--- src/design/ipe_consts.svh ---
// Offsets, field positions, reset values for the pending and priority enable block.
// Assumes inclusion by bare name from design files.
`ifndef IPE_CONSTS_SVH
`define IPE_CONSTS_SVH
`define IPE_IDX_G0_EN_HI 12'hfc1
`define IPE_IDX_G0_EN_LO 12'hfc2
`define IPE_IDX_G2_PEND 12'hfc6
`define IPE_IDX_G0_PEND 12'hfc0
`define IPE_IDX_CTRL 12'hfe0
`define IPE_IDX_STAT 12'hfe1
`define IPE_IDX_VEC 12'hfe2
`define IPE_IDX_IRQ_STAT 12'hfe4
`define IPE_IDX_IRQ_CLR 12'hfe5
`define IPE_IDX_IRQ_EN 12'hfe6
`define IPE_G0_MASK 8'h79
`define IPE_G2_MASK 8'h0f
`define IPE_BIT_TIMER1 6
`define IPE_BIT_TIMER0 5
`define IPE_BIT_SRX 4
`define IPE_BIT_STX 3
`define IPE_BIT_CONV 0
`define IPE_RESET_BYTE 8'h00
`define IPE_EV_G0 0
`define IPE_EV_G2 1
`define IPE_EV_VEC 2
`endif

--- src/design/ipe_pkg.sv ---
// Types shared by the pending and priority enable block.
// Assumes the consts header is included alongside.
package ipe_pkg;
   typedef enum logic [1:0] {
      IPE_LVL_OFF = 2'b00,
      IPE_LVL_LOW = 2'b01,
      IPE_LVL_NOM = 2'b10,
      IPE_LVL_HIGH = 2'b11
   } ipe_level_e;
   typedef struct packed {
      logic valid;
      logic [3:0] source;
      ipe_level_e level;
   } ipe_vec_s;
   typedef struct packed {
      logic [13:0] paddr;
      logic psel;
      logic penable;
      logic pwrite;
      logic [31:0] pwdata;
   } ipe_apb_req_s;
   typedef struct packed {
      logic [31:0] prdata;
      logic pready;
      logic pslverr;
   } ipe_apb_rsp_s;
endpackage

--- src/design/ipe_irq_ctrl.sv ---
// Group-2 pending register, group-0 pending and enable pairs, vectoring, APB slave.
// Assumes sources are pins (synchronised here) and the core acknowledges on pclk.
//
// How it works
// RQ1 - Port C request sets its pending bit
// RQ2 - Global enable forwards pending as vector; code vectors group-0 pending only, port C pending is never vectored
// RQ3 - Disabled globally, pending still recorded for polling
// RQ4 - Pending bits 3..0 map port C pins
// RQ5 - Software writes zero to bits 7..4
// RQ6 - Code is high bit then low bit
// RQ7 - 00 off, 01 low, 10 nominal, 11 high
// RQ8 - High enable bits 6,5,4,3,0 per source
// RQ9 - Low enable uses same bit assignment
// RQ10 - Software writes zero to bits 2..1
// RQ11 - Low enable bit 7 reads zero
// RQ12 - Group-0 pending matches enable positions
// RQ13 - Reset clears pending and enables
// RQ14 - Highest level presented first, fixed ties
`timescale 1ns/10ps
`include "ipe_consts.svh"
module ipe_irq_ctrl (
   input wire logic pclk,
   input wire logic presetn,
   input wire logic psel,
   input wire logic penable,
   input wire logic pwrite,
   input wire logic [13:0] paddr,
   input wire logic [31:0] pwdata,
   output logic [31:0] prdata,
   output logic pready,
   output logic pslverr,
   input wire logic [3:0] portc_pin_request,
   input wire logic [7:0] group0_source_request,
   input wire logic vec_ack,
   output logic vec_req,
   output ipe_pkg::ipe_vec_s vec_info,
   output logic irq
);
   import ipe_pkg::*;

   ////////////////////////////////////////////////////////////////
   // Input synchronisers and rising edge detect
   logic [3:0] pc_s1_r, pc_s2_r, pc_s3_r;
   logic [7:0] g0_s1_r, g0_s2_r, g0_s3_r;
   logic [3:0] pc_rise;
   logic [7:0] g0_rise;
   always_ff @(posedge pclk or negedge presetn) begin
      if (!presetn) begin
         pc_s1_r <= 4'h0;
         pc_s2_r <= 4'h0;
         pc_s3_r <= 4'h0;
         g0_s1_r <= 8'h00;
         g0_s2_r <= 8'h00;
         g0_s3_r <= 8'h00;
      end else begin
         pc_s1_r <= portc_pin_request;
         pc_s2_r <= pc_s1_r;
         pc_s3_r <= pc_s2_r;
         g0_s1_r <= group0_source_request;
         g0_s2_r <= g0_s1_r;
         g0_s3_r <= g0_s2_r;
      end
   end
   assign pc_rise = pc_s2_r & ~pc_s3_r;
   assign g0_rise = g0_s2_r & ~g0_s3_r & `IPE_G0_MASK; // RQ12

   ////////////////////////////////////////////////////////////////
   // Bus decode
   logic wr_en, rd_en;
   assign wr_en = psel & penable & pwrite;
   assign rd_en = psel & penable & ~pwrite;
   assign pready = 1'b1;
   logic [11:0] idx;
   assign idx = paddr[13:2];
   logic hit;
   always_comb begin
      hit = 1'b1;
      unique case (idx)
         `IPE_IDX_G0_PEND, `IPE_IDX_G0_EN_HI, `IPE_IDX_G0_EN_LO, `IPE_IDX_G2_PEND,
         `IPE_IDX_CTRL, `IPE_IDX_STAT, `IPE_IDX_VEC, `IPE_IDX_IRQ_STAT,
         `IPE_IDX_IRQ_CLR, `IPE_IDX_IRQ_EN: hit = 1'b1;
         default: hit = 1'b0;
      endcase
   end
   assign pslverr = psel & penable & ~hit;

   ////////////////////////////////////////////////////////////////
   // Registers
   logic [7:0] g0_pend_r, g0_pend_nxt;
   logic [7:0] g2_pend_r, g2_pend_nxt;
   logic [7:0] en_hi_r, en_hi_nxt;
   logic [7:0] en_lo_r, en_lo_nxt;
   logic gie_r, gie_nxt;
   logic [2:0] ev_stat_r, ev_stat_nxt;
   logic [2:0] ev_en_r, ev_en_nxt;
   logic vec_req_r, vec_req_nxt;
   ipe_vec_s vec_r, vec_nxt;
   ipe_vec_s pick;
   logic [7:0] wb;
   logic take;
   assign wb = pwdata[7:0];
   assign take = vec_req_r & vec_ack;

   ipe_prio_pick #(.N(8)) u_pick (
      .pend(g0_pend_r),
      .en_hi(en_hi_r),
      .en_lo(en_lo_r),
      .pick(pick)
   );

   always_comb begin
      g0_pend_nxt = g0_pend_r;
      g2_pend_nxt = g2_pend_r;
      en_hi_nxt = en_hi_r;
      en_lo_nxt = en_lo_r;
      gie_nxt = gie_r;
      ev_en_nxt = ev_en_r;
      ev_stat_nxt = ev_stat_r;
      vec_req_nxt = vec_req_r;
      vec_nxt = vec_r;
      if (wr_en) begin
         unique case (idx)
            `IPE_IDX_G0_PEND: g0_pend_nxt = wb & `IPE_G0_MASK;
            `IPE_IDX_G2_PEND: g2_pend_nxt = wb & `IPE_G2_MASK; // RQ5
            `IPE_IDX_G0_EN_HI: en_hi_nxt = wb & `IPE_G0_MASK; // RQ8 RQ10
            `IPE_IDX_G0_EN_LO: en_lo_nxt = wb & `IPE_G0_MASK; // RQ9 RQ11
            `IPE_IDX_CTRL: gie_nxt = wb[0];
            `IPE_IDX_IRQ_CLR: ev_stat_nxt = ev_stat_r & ~wb[2:0];
            `IPE_IDX_IRQ_EN: ev_en_nxt = wb[2:0];
            default: ;
         endcase
      end
      // Acknowledged source drops its pending flag
      if (take) begin
         g0_pend_nxt[vec_r.source[2:0]] = 1'b0;
         vec_req_nxt = 1'b0;
      end
      // Hardware set wins over any clear
      g2_pend_nxt = g2_pend_nxt | {4'h0, pc_rise}; // RQ1 RQ3 RQ4
      g0_pend_nxt = g0_pend_nxt | g0_rise; // RQ12
      if (!vec_req_nxt && gie_r && pick.valid && !take) begin // RQ2 RQ14
         vec_req_nxt = 1'b1;
         vec_nxt = pick;
      end
      ev_stat_nxt = ev_stat_nxt | {take, |g2_pend_nxt, |g0_pend_nxt};
   end

   always_ff @(posedge pclk or negedge presetn) begin
      if (!presetn) begin
         g0_pend_r <= `IPE_RESET_BYTE; // RQ13
         g2_pend_r <= `IPE_RESET_BYTE;
         en_hi_r <= `IPE_RESET_BYTE;
         en_lo_r <= `IPE_RESET_BYTE;
         gie_r <= 1'b0;
         ev_stat_r <= 3'h0;
         ev_en_r <= 3'h0;
         vec_req_r <= 1'b0;
         vec_r <= '0;
      end else begin
         g0_pend_r <= g0_pend_nxt;
         g2_pend_r <= g2_pend_nxt;
         en_hi_r <= en_hi_nxt;
         en_lo_r <= en_lo_nxt;
         gie_r <= gie_nxt;
         ev_stat_r <= ev_stat_nxt;
         ev_en_r <= ev_en_nxt;
         vec_req_r <= vec_req_nxt;
         vec_r <= vec_nxt;
      end
   end

   ////////////////////////////////////////////////////////////////
   // Read data and outputs
   logic [31:0] rd_nxt, rd_r;
   always_comb begin
      // Hold captured word through the access phase
      rd_nxt = (psel & penable) ? rd_r : 32'h0000_0000;
      if (psel & ~penable & ~pwrite) begin
         unique case (idx)
            `IPE_IDX_G0_PEND: rd_nxt = {24'h0, g0_pend_r};
            `IPE_IDX_G2_PEND: rd_nxt = {24'h0, g2_pend_r}; // RQ3
            `IPE_IDX_G0_EN_HI: rd_nxt = {24'h0, en_hi_r};
            `IPE_IDX_G0_EN_LO: rd_nxt = {24'h0, 1'b0, en_lo_r[6:0]}; // RQ11
            `IPE_IDX_CTRL: rd_nxt = {31'h0, gie_r};
            `IPE_IDX_STAT: rd_nxt = {28'h0, vec_req_r, 3'h0};
            `IPE_IDX_VEC: rd_nxt = {25'h0, vec_r};
            `IPE_IDX_IRQ_STAT: rd_nxt = {29'h0, ev_stat_r};
            `IPE_IDX_IRQ_EN: rd_nxt = {29'h0, ev_en_r};
            default: rd_nxt = 32'h0000_0000;
         endcase
      end
   end
   always_ff @(posedge pclk or negedge presetn) begin
      if (!presetn) begin
         rd_r <= 32'h0000_0000;
      end else begin
         rd_r <= rd_nxt;
      end
   end
   assign prdata = rd_en ? rd_r : 32'h0000_0000;
   assign vec_req = vec_req_r;
   assign vec_info = vec_r;
   assign irq = |(ev_stat_r & ev_en_r);
endmodule

--- src/design/ipe_prio_pick.sv ---
// Priority picker over group-0 sources.
// Assumes pending and enable bytes come from same-clock registers.
`timescale 1ns/10ps
module ipe_prio_pick #(
   parameter int N = 8
) (
   input wire logic [N-1:0] pend,
   input wire logic [N-1:0] en_hi,
   input wire logic [N-1:0] en_lo,
   output ipe_pkg::ipe_vec_s pick
);
   import ipe_pkg::*;
   initial begin
      if (N < 1 || N > 16) begin
         $error("ipe_prio_pick: N out of range");
      end
   end
   logic [1:0] lvl [N];
   genvar g;
   generate
      for (g = 0; g < N; g++) begin : g_lvl
         assign lvl[g] = pend[g] ? {en_hi[g], en_lo[g]} : 2'b00; // RQ6
      end
   endgenerate
   always_comb begin
      pick = '0;
      // Higher level wins; ties go to the higher bit number
      for (int i = 0; i < N; i++) begin
         if (lvl[i] != 2'b00 && (!pick.valid || lvl[i] >= pick.level)) begin // RQ7 RQ14
            pick.valid = 1'b1;
            pick.source = 4'(i);
            pick.level = ipe_level_e'(lvl[i]);
         end
      end
   end
endmodule

--- config.mk ---
export PLATFORM = sky130hd
export DESIGN_NAME = ipe_irq_ctrl
export DESIGN_NICKNAME = d
export VERILOG_FILES = /design/src/design/ipe_pkg.sv /design/src/design/ipe_irq_ctrl.sv /design/src/design/ipe_prio_pick.sv
export VERILOG_INCLUDE_DIRS = /design/src /design/src/design
export SDC_FILE = /design/constraint.sdc
export NUM_CORES = 1
export LEC_CHECK = 0
export BUFFER_PORTS_ARGS = -buffer_cell sky130_fd_sc_hd__buf_4
export CAP_MARGIN = 20
export CORE_ASPECT_RATIO = 1.4
export CORE_MARGIN = 1
export CORE_UTILIZATION = 50
export DETAILED_ROUTE_END_ITERATION = 6
export GPL_TIMING_DRIVEN = 0
export PLACE_DENSITY = 0.78
export SYNTH_ARGS = -nofsm -noshare
export SYNTH_HDL_FRONTEND = slang
export SYNTH_SLANG_ARGS = --single-unit
--- constraint.sdc ---
create_clock -name pclk -period 8.5 [get_ports pclk]
set_input_delay 0.425 -clock pclk [delete_from_list [all_inputs] [get_ports pclk]]
set_output_delay 0.425 -clock pclk [all_outputs]
set_load 0.05 [all_outputs]
# Yosys cells after proc, flatten, opt, wreduce, memory -nomap -nowiden
# Cells that the tools add are included.
totals:
  register_bits: 106
  elab_cells: 114
  out_inout_bits: 43
op_classes:
  muxes: 26
  bitwise_logic: 22
  order_cmp: 6
  eq_ne: 11
  reduce_logical: 31
op_table:
  columns: ["cell", "n"]
  rows:
  - ["$eq A12 B12 Y1 const B", 10]
  - ["$mux W32", 3]
  - ["$pmux W8 S9", 1]
  - ["$mux W8", 5]
  - ["$mux W7", 5]
  - ["$reduce_or A8 Y1", 2]
  - ["$mux W2", 5]
  - ["$reduce_bool A2 Y1", 5]
  - ["$reduce_or A10 Y1", 1]
  - ["$and A8 B8 Y8", 1]
  - ["$ge A2 B2 Y1", 4]
  - ["$logic_and A1 B1 Y1", 8]
  - ["$not A8 Y8", 1]
  - ["$or A8 B4 Y8", 1]
  - ["$or A8 B7 Y8", 1]
  - ["$reduce_and A2 Y1", 4]
  - ["$and A1 B1 Y1", 7]
  - ["$and A7 B7 Y7", 1]
  - ["$not A7 Y7", 1]
  - ["$and A3 B3 Y3", 2]
  - ["$logic_not A1 Y1", 6]
  - ["$mux W3", 2]
  - ["$and A4 B4 Y4", 1]
  - ["$logic_or A1 B1 Y1", 4]
  - ["other kinds (10)", 15]

# Depth between registers and ports, before layout
# Gate-level depths: netlist of the first run.
logic_depth:
  depth_word: 22
  mapped_depth: 26

# By module
# Synthesis of the first run repeated with hierarchy kept, for this count alone.
unflattened:
  cells_unflattened: 429
  area_unflattened_um2: 4344.2
modules_own_cells:
  columns: ["mod", "instances", "cells_each", "seq_area_each_um2", "area_each_um2"]
  rows:
  - ["ipe_irq_ctrl", 1, 306, 1901.8, 3502.1]
  - ["ipe_prio_pick", 1, 123, 0.0, 842.1]

# Least setup slack after synthesis of the first run
# No wires, ideal clock.
synth_path:
  kind: "register to register"
  start: "register g0_pend_r[0]"
  end: "register vec_r, in the netlist vec_info[4]"
  path_stages_with_launch: 26
  t_required_ns: 8.374
  n_path_buf: 0
  t_arrival_ns: 4.260
  setup_time_ns: 0.126
  slack_ns: 4.114
  path_cell_list: "dfrtp_1 nand2_1 inv_1 ha_1 nand2b_1 o21ba_2 o22a_1 inv_1 ha_1 nand2b_1 a221oi_1 nor2b_1 o21ai_0 ha_1 nand2b_1 a21oi_1 a21oi_1 o22ai_1 inv_1 ha_1 nand2b_1 a21oi_1 nand2_1 nand2_1 nand2_1 o32a_1"
synth_between:
  elab_chain_len: 21
  elab_cells_between_ends: 25
synth_rtl:
  columns: ["item", "line_no", "source"]
  rows:
  - ["start: declaration", "ipe_irq_ctrl.sv:89", "logic [7:0] g0_pend_r, g0_pend_nxt;"]
  - ["start signal: assignment", "ipe_irq_ctrl.sv:150", "g0_pend_r <= `IPE_RESET_BYTE;"]
  - ["start signal: assignment", "ipe_irq_ctrl.sv:160", "g0_pend_r <= g0_pend_nxt;"]
  - ["$mux W2 *", "ipe_prio_pick.sv:22", "assign lvl[g] = pend[g] ? {en_hi[g], en_lo[g]} : 2'b00;"]
  - ["$reduce_bool A2 Y1", "ipe_prio_pick.sv:29", "if (lvl[i] != 2'b00 && (!pick.valid || lvl[i] >= pick.level)) begin"]
  - ["$mux W7 *", "ipe_prio_pick.sv:29", null]
  - ["$ge A2 B2 Y1 / $logic_not A1 Y1 (equally long branches)", null, null]
  - ["$logic_or A1 B1 Y1", "ipe_prio_pick.sv:29", null]
  - ["$logic_and A1 B1 Y1", "ipe_prio_pick.sv:29", null]
  - ["$mux W7 *", "ipe_prio_pick.sv:29", null]
  - ["$ge A2 B2 Y1 / $logic_not A1 Y1 (equally long branches)", "ipe_prio_pick.sv:29", null]
  - ["[... 4 more ...]", null, null]
  - ["$logic_or A1 B1 Y1", "ipe_prio_pick.sv:29", null]
  - ["$logic_and A1 B1 Y1", "ipe_prio_pick.sv:29", null]
  - ["$mux W7 *", "ipe_prio_pick.sv:29", null]
  - ["$ge A2 B2 Y1 / $logic_not A1 Y1 (equally long branches)", "ipe_prio_pick.sv:29", null]
  - ["$logic_or A1 B1 Y1", "ipe_prio_pick.sv:29", null]
  - ["$logic_and A1 B1 Y1", "ipe_prio_pick.sv:29", null]
  - ["$mux W7 *", "ipe_prio_pick.sv:29", null]
  - ["$logic_and A1 B1 Y1 (2 in series)", "ipe_irq_ctrl.sv:141", "if (!vec_req_nxt && gie_r && pick.valid && !take) begin"]
  - ["end signal: assignment", "ipe_irq_ctrl.sv:168", "vec_r <= vec_nxt;"]
  - ["end: declaration", "ipe_irq_ctrl.sv:97", "ipe_vec_s vec_r, vec_nxt;"]
# Every way passes the cells marked *; elsewhere a longest branch is shown, timed or not.
# A chain may end at the register's enable or synchronous reset.

# Final worst setup path of the first run
# Ends and elaborated chain as after synthesis.

==> flow_metrics.env, run 1 <==
export IMPL_worst_path_stages=25
export IMPL_clock_skew_ns=0.0115
export IMPL_holdWs_ns=0.171
export IMPL_num_fill_cells=613
export IMPL_start_util_pct=52.0
export IMPL_synth_flop_cell="dfrtp_1"
export IMPL_clockBufferDepth=2
export IMPL_wl_mm=8.70
export IMPL_setup_ws_ns=3.49
export IMPL_slew_limit_headroom_pct=23.1
export IMPL_die_h_um=105
export IMPL_place_ws_ns=3.56
export IMPL_nets=519
export IMPL_ys_seq_elements=75
export IMPL_critPathRequiredTime_ns=8.74
export IMPL_synth_top_area_share_pct=49.1
export IMPL_drive_gt1_share_pct=27.6
export IMPL_cp_slowest_stage_delay_ns=0.46
export IMPL_setup_viol=0
export IMPL_coreArea_um2=7360
export IMPL_multi_input_area_um2=1740
export IMPL_vias=3014
export IMPL_synth_cell_types=54
export IMPL_final_setup_tns_ns=0
export IMPL_cts_resized_gates=0
export IMPL_grt_pass1_vias=2948
export IMPL_crit_slowest_cell="dfrtp_1"
export IMPL_total_leakage_power_uw=0.00225
export IMPL_fp_dieW_um=75.9
export IMPL_cts_buffers=9
export IMPL_dp_hpwl_mm=6.56
export IMPL_synth_edf_count=0
export IMPL_path_delay_family="compound AO/OA/AOI/OAI gates"
export IMPL_setup_worst_path_start_class="flop"
export IMPL_gp_congestion=0.880
export IMPL_worst_pin_slew_ns=1.14
export IMPL_syn_cell_area_um2=3820
export IMPL_placed_cell_area_um2=4400
export IMPL_htreeDepth=3
export IMPL_hold_viol_final=0
export IMPL_synthCells=363
export IMPL_yosys_warnings=0
export IMPL_layout_area_seq_um2=1880
export IMPL_rsz0062_at_grt="no"
export IMPL_outcome="complete, no violations"
export IMPL_drt_iter0_markers=200
export IMPL_routedWlPerCell_um=15.8
export IMPL_critPathBufInv=3
export IMPL_ctsRootBufferMaster="clkbuf_8"
export IMPL_finalPower_uw=747
export IMPL_cts_tree="done"
export IMPL_grt_ovfl_total=0
export IMPL_crit_arrival_ns=5.25
export IMPL_firstDrtPassIters=4
export IMPL_finalCritPeriodShare_pct=59.0
export IMPL_clkTransAtPathRegs_ns=0.08
export IMPL_fin_crit_ns=5.01
export IMPL_mostFrequentLayoutCells="buf_4, dfrtp_1, nand2_1"
export IMPL_antenna_found_initial=0
export IMPL_hold_depth=1
export IMPL_clk_latency_ns=0.36
export IMPL_hold_class="input pin to flop"
export IMPL_maxCapViolCount=0
export IMPL_seq_area_frac_synth_pct=49.1
export IMPL_cp_max_fo=6
export IMPL_vias_per_cell=5.48
export IMPL_cellPowerDensity_nw_per_um2=161
export IMPL_gr_usage_all_layers_pct=23.3
export IMPL_die_area_um2=8010
export IMPL_synth_largest_area_cell="dfrtp_1"
export IMPL_synth_area_leaders="dfrtp_1, mux2_2, buf_4"
export IMPL_drv_slew=0
export IMPL_place_port_buffers=49
export IMPL_async_flop_share_pct=100
export IMPL_cts_setup_buffers=0
export IMPL_num_io_pins=107
export IMPL_critPathCaptureType="flop"
export IMPL_hold_buffers=0
export IMPL_grt_pass1_wl_mm=14.2
export IMPL_crit_type="flop to flop"
export IMPL_syn_to_final_growth_pct=21.2
export IMPL_reg2reg_depth=25
export IMPL_fp_row_count=37
export IMPL_final_antenna_net_count=0
export IMPL_synth_avg_cell_area_um2=10.5
export IMPL_design_area_um2=4640
export IMPL_peakVddDrop_mv=0.115
export IMPL_fmax_ghz=0.199
export IMPL_drc=0
export IMPL_grt_max_degree=76
export IMPL_clock_sinks=75
export IMPL_antennaDiodeCount=0
==> registers in the layout, summed over array words and instances, names as in the netlist <==
name	cells
pc_s2_r	4
gie_r	1
g0_s3_r	5
g0_s1_r	5
en_lo_r	5
g0_pend_r	8
vec_info	6
g0_s2_r	5
rd_r	8
vec_req	1
ev_en_r	3
g2_pend_r	8
pc_s3_r	4
pc_s1_r	4
en_hi_r	5
ev_stat_r	3
==> layout make-up <==
| cell class | instances | share of cell area (%) |
|---|---|---|
| Inverter | 18 | 1.46 |
| Clock buffer | 10 | 2.97 |
| Multi-Input combinational cell | 260 | 37.4 |
| Tap cell | 97 | 2.62 |
| Sequential cell | 75 | 40.5 |
| Buffer | 34 | 5.07 |
| Timing Repair Buffer | 50 | 8.04 |
| Clock inverter | 6 | 1.92 |
==> cells by family (layout without fill, tap and decap cells) <==
group	Yosys count	count (layout)	share of synthesized area, %
AOI/OAI and AO/OA	82	82	15.3
adders and majority gates	7	7	2.29
buffers and inverters	52	118	7.92
DFF	75	75	49.1
muxes	29	29	8.18
other	2	26	0.196
and+or+nand+nor	116	116	17.0
==> path summary, 6_finish.rpt <==
path                                          start           to  slack [ns]
max reg2reg                            g0_pend_r[0]  vec_info[4]        3.49
min reg2reg                              pc_s1_r[0]   pc_s2_r[0]        0.35
max in group asynchronous                   presetn   pc_s3_r[0]        7.70
max                                    g0_pend_r[0]  vec_info[4]        3.49
min                        group0_source_request[0]   g0_s1_r[0]        0.17
min in group asynchronous                   presetn  vec_info[6]        0.20
==> stage by stage <==
stage | utilization [%] | cells
6_report | 63.0 | 550
5_1_grt | 63.0 | 550
3_3_place_gp | 59.8 | 533
3_5_place_dp | 59.8 | 533
2_1_floorplan | - | 387
4_1_cts | 62.9 | 549
==> synthesized netlist by cell type, types with 2 or more instances <==
| library cell | instances |
|---|---|
| mux2_2 | 18 |
| o22ai_1 | 2 |
| o21ai_0 | 23 |
| nor2_1 | 18 |
| nor4b_1 | 3 |
| mux2i_1 | 11 |
| dfrtp_1 | 75 |
| nor2b_1 | 4 |
| nand2_1 | 28 |
| nand4_1 | 5 |
| nor3_1 | 6 |
| a222oi_1 | 3 |
| nor3b_1 | 2 |
| a22o_1 | 4 |
| o22a_1 | 3 |
| and2_1 | 16 |
| a21o_1 | 6 |
| conb_1 | 2 |
| a21oi_1 | 11 |
| a211o_1 | 2 |
| ha_1 | 7 |
| nand3b_1 | 2 |
| nand4b_1 | 2 |
| nor4_1 | 3 |
| nand3_1 | 7 |
| buf_2 | 2 |
| o21a_1 | 3 |
| inv_1 | 18 |
| and3_1 | 2 |
| a221oi_1 | 3 |
| a31oi_1 | 3 |
| nand2b_1 | 8 |
| a32oi_1 | 4 |
| o22ai_2 | 5 |
| a211oi_1 | 2 |
| a22oi_1 | 3 |
| buf_4 | 26 |
| clkbuf_1 | 5 |
==> where the power goes <==
part	switching, uW	internal, uW	leakage (uW)
Sequential	2.87	364	0.000925
Clock	131	173	0.000108
Combinational	50.4	25.3	0.00122
==> routing by layer <==
metal	global-route usage [%]	part of all wire (%)
met1	26.7	40
met2	39.8	49
met3	4.33	5.8
met4	14.8	4.8
met5	0	0
==> worst register-to-register path, cell delays in order (launching register included) <==
cell and delay, ns:
dfrtp_1 0.46, nand2_1 0.11, inv_1 0.05, ha_1 0.26, nand2b_1 0.17, a31oi_1 0.19
o22a_1 0.17, inv_1 0.05, ha_1 0.26, nand2b_1 0.15, a221oi_1 0.38, nor2b_1 0.11
o21ai_0 0.28, ha_1 0.29, nand2b_1 0.14, a21oi_1 0.20, a21oi_1 0.16, o22ai_1 0.23
inv_1 0.07, ha_1 0.26, nand2b_1 0.14, a21oi_1 0.14, nand2_1 0.11, nand2_1 0.09
nand2_1 0.10, o32a_1 0.34
No activity file was read; power rests on OpenSTA's default activity.
==> run 2, diff against run 1 <==
clock period = 5.2 ns   (was 8.5 ns; I/O delays follow)
==> run 2 against run 1 <==
Net effect: clock skew about the same; worst hold slack worse by 0.14 ns; clock power up 63%; routed wire length up 1.3%; global-route usage up 0.15 points; sequential cell count unchanged; first-iteration DRC count up 1.5%; utilization up 1.5 points; total power up 64%; worst setup slack worse by 3.0 ns; sequential share of layout area down 0.97 points; critical endpoint unchanged.
==> flow_metrics.env, run 2 (synthesis results as in run 1) <==
export IMPL_wl_mm=8.82
export IMPL_num_io_pins=107
export IMPL_cts_buffers=9
export IMPL_fin_crit_ns=4.71
export IMPL_rsz0062_at_grt="no"
export IMPL_fp_row_count=37
export IMPL_critPathRequiredTime_ns=5.44
export IMPL_clkTransAtPathRegs_ns=0.08
export IMPL_gp_congestion=0.880
export IMPL_gr_usage_all_layers_pct=23.4
export IMPL_cts_setup_buffers=0
export IMPL_hold_class="input pin to async pin"
export IMPL_die_h_um=105
export IMPL_start_util_pct=52.0
export IMPL_die_area_um2=8010
export IMPL_reg2reg_depth=25
export IMPL_coreArea_um2=7360
export IMPL_maxCapViolCount=0
export IMPL_grt_pass1_vias=2979
export IMPL_vias_per_cell=5.42
export IMPL_critPathCaptureType="flop"
export IMPL_clk_latency_ns=0.36
export IMPL_routedWlPerCell_um=15.8
export IMPL_setup_viol=0
export IMPL_vias=3029
export IMPL_drc=0
export IMPL_grt_met2_usage_pct=40.3
export IMPL_final_antenna_net_count=0
export IMPL_fmax_ghz=0.212
export IMPL_antenna_found_initial=0
export IMPL_drt_iter0_markers=203
export IMPL_final_setup_tns_ns=0
export IMPL_ctsRootBufferMaster="clkbuf_8"
export IMPL_firstDrtPassIters=5
export IMPL_biggestRegsByFlops="g0_pend_r: 8 flops, g2_pend_r: 8 flops, rd_r: 8 flops"
export IMPL_peakVddDrop_mv=0.187
export IMPL_met1_usage_pct=26.7
export IMPL_placed_cell_area_um2=4400
export IMPL_busiest_layer="met2"
export IMPL_dp_hpwl_mm=6.56
export IMPL_grt_pass1_wl_mm=14.3
export IMPL_final_util_pct=64.5
export IMPL_place_port_buffers=49
export IMPL_fp_dieW_um=75.9
export IMPL_cts_tree="done"
export IMPL_crit_type="flop to flop"
export IMPL_nets=528
export IMPL_dp_cells=533
export IMPL_worst_pin_slew_ns=1.17
export IMPL_antennaDiodeCount=0
export IMPL_clock_sinks=75
export IMPL_grt_ovfl_total=0
export IMPL_drv_slew=0
export IMPL_cellPowerDensity_nw_per_um2=258
export IMPL_finalCritPeriodShare_pct=90.6
export IMPL_hold_viol_final=0
export IMPL_slew_limit_headroom_pct=21.1
export IMPL_total_leakage_power_uw=0.00229
export IMPL_layout_cells_non_filler=559
export IMPL_design_area_um2=4750
export IMPL_drive_gt1_share_pct=28.1
export IMPL_mostFrequentLayoutCells="buf_4, dfrtp_1, nand2_1"
export IMPL_outcome="complete, no violations"
export IMPL_clock_skew_ns=0.0116
export IMPL_htreeDepth=3
export IMPL_use_met3_pct=4.33
export IMPL_setup_worst_path_start_class="flop"
export IMPL_cp_max_fo=6
export IMPL_clockBufferDepth=2
export IMPL_crit_arrival_ns=4.95
export IMPL_grt_max_degree=76
export IMPL_syn_to_final_growth_pct=24.2
[run 2: path summary, 6_finish.rpt]
| kind | end | slack (ns) | start |
|---|---|---|---|
| min | vec_info[6] | 0.03 | presetn |
| max in group asynchronous | pc_s3_r[0] | 4.57 | presetn |
| min reg2reg | pc_s2_r[0] | 0.35 | pc_s1_r[0] |
| max | vec_info[4] | 0.49 | g0_pend_r[0] |
| max reg2reg | vec_info[4] | 0.49 | g0_pend_r[0] |
| min in group pclk | vec_req | 0.15 | vec_ack |
[run 2: per-layer routing]
| metal | vias up | wire [um] |
|---|---|---|
| met1 | 1442 | 3500 |
| li1 | 1449 | - |
| met4 | 0 | 394 |
| met5 | - | 0 |
| met3 | 28 | 541 |
| met2 | 110 | 4380 |
[run 2: worst max-delay path: stages (launching register included)]
cell and delay, ns:
dfrtp_1 0.45, nand2_1 0.11, inv_1 0.05, ha_1 0.26, nand2b_1 0.16, a31oi_1 0.19
o22a_1 0.20, inv_1 0.05, ha_1 0.26, nand2b_1 0.17, a221oi_2 0.31, nor2b_1 0.12
o21ai_2 0.17, ha_1 0.25, nand2b_1 0.15, a21oi_2 0.18, a21oi_2 0.12, o22ai_2 0.17
inv_1 0.06, ha_1 0.26, nand2b_1 0.14, a21oi_1 0.14, nand2_1 0.11, nand2_1 0.09
nand2_1 0.10, o32a_1 0.34
[run 2: final cells by class]
class / instances / area (um^2)
fill: 607 / 2610
sequential: 75 / 1880
multi-input combinational: 260 / 1760
timing repair buffer: 59 / 463
buffer: 34 / 235
clock buffer: 10 / 138
tap: 97 / 121
clock inverter: 6 / 88.8
inverter: 18 / 67.6
[run 2: what timing repair did]
item | CTS | global route
hold buffers | 9 | 0
gates resized for setup | 0 | 6
endpoints found under the hold margin | 9 | 0
setup endpoints to repair | 0 | 5
[run 2: report_power, final]
group | internal, uW | switching (uW) | leakage (uW)
sequential | 594 | 4.70 | 0.000925
combinational | 45.8 | 83.5 | 0.00126
clock | 283 | 214 | 0.000108
total | 923 | 302 | 0.00229
[run 2: metrics by stage]
| stage | total power [uW] | hold slack [ns] | setup WS [ns] |
|---|---|---|---|
| detailed placement | 734 | 0.335 | 0.256 |
| finish | 1230 | 0.0310 | 0.487 |
| floorplan | 692 | -0.0356 | 0.814 |
| global placement | 732 | 0.331 | 0.387 |
| CTS | 1240 | 0.0660 | 0.216 |
| global route | 1270 | 0.111 | 0.0567 |
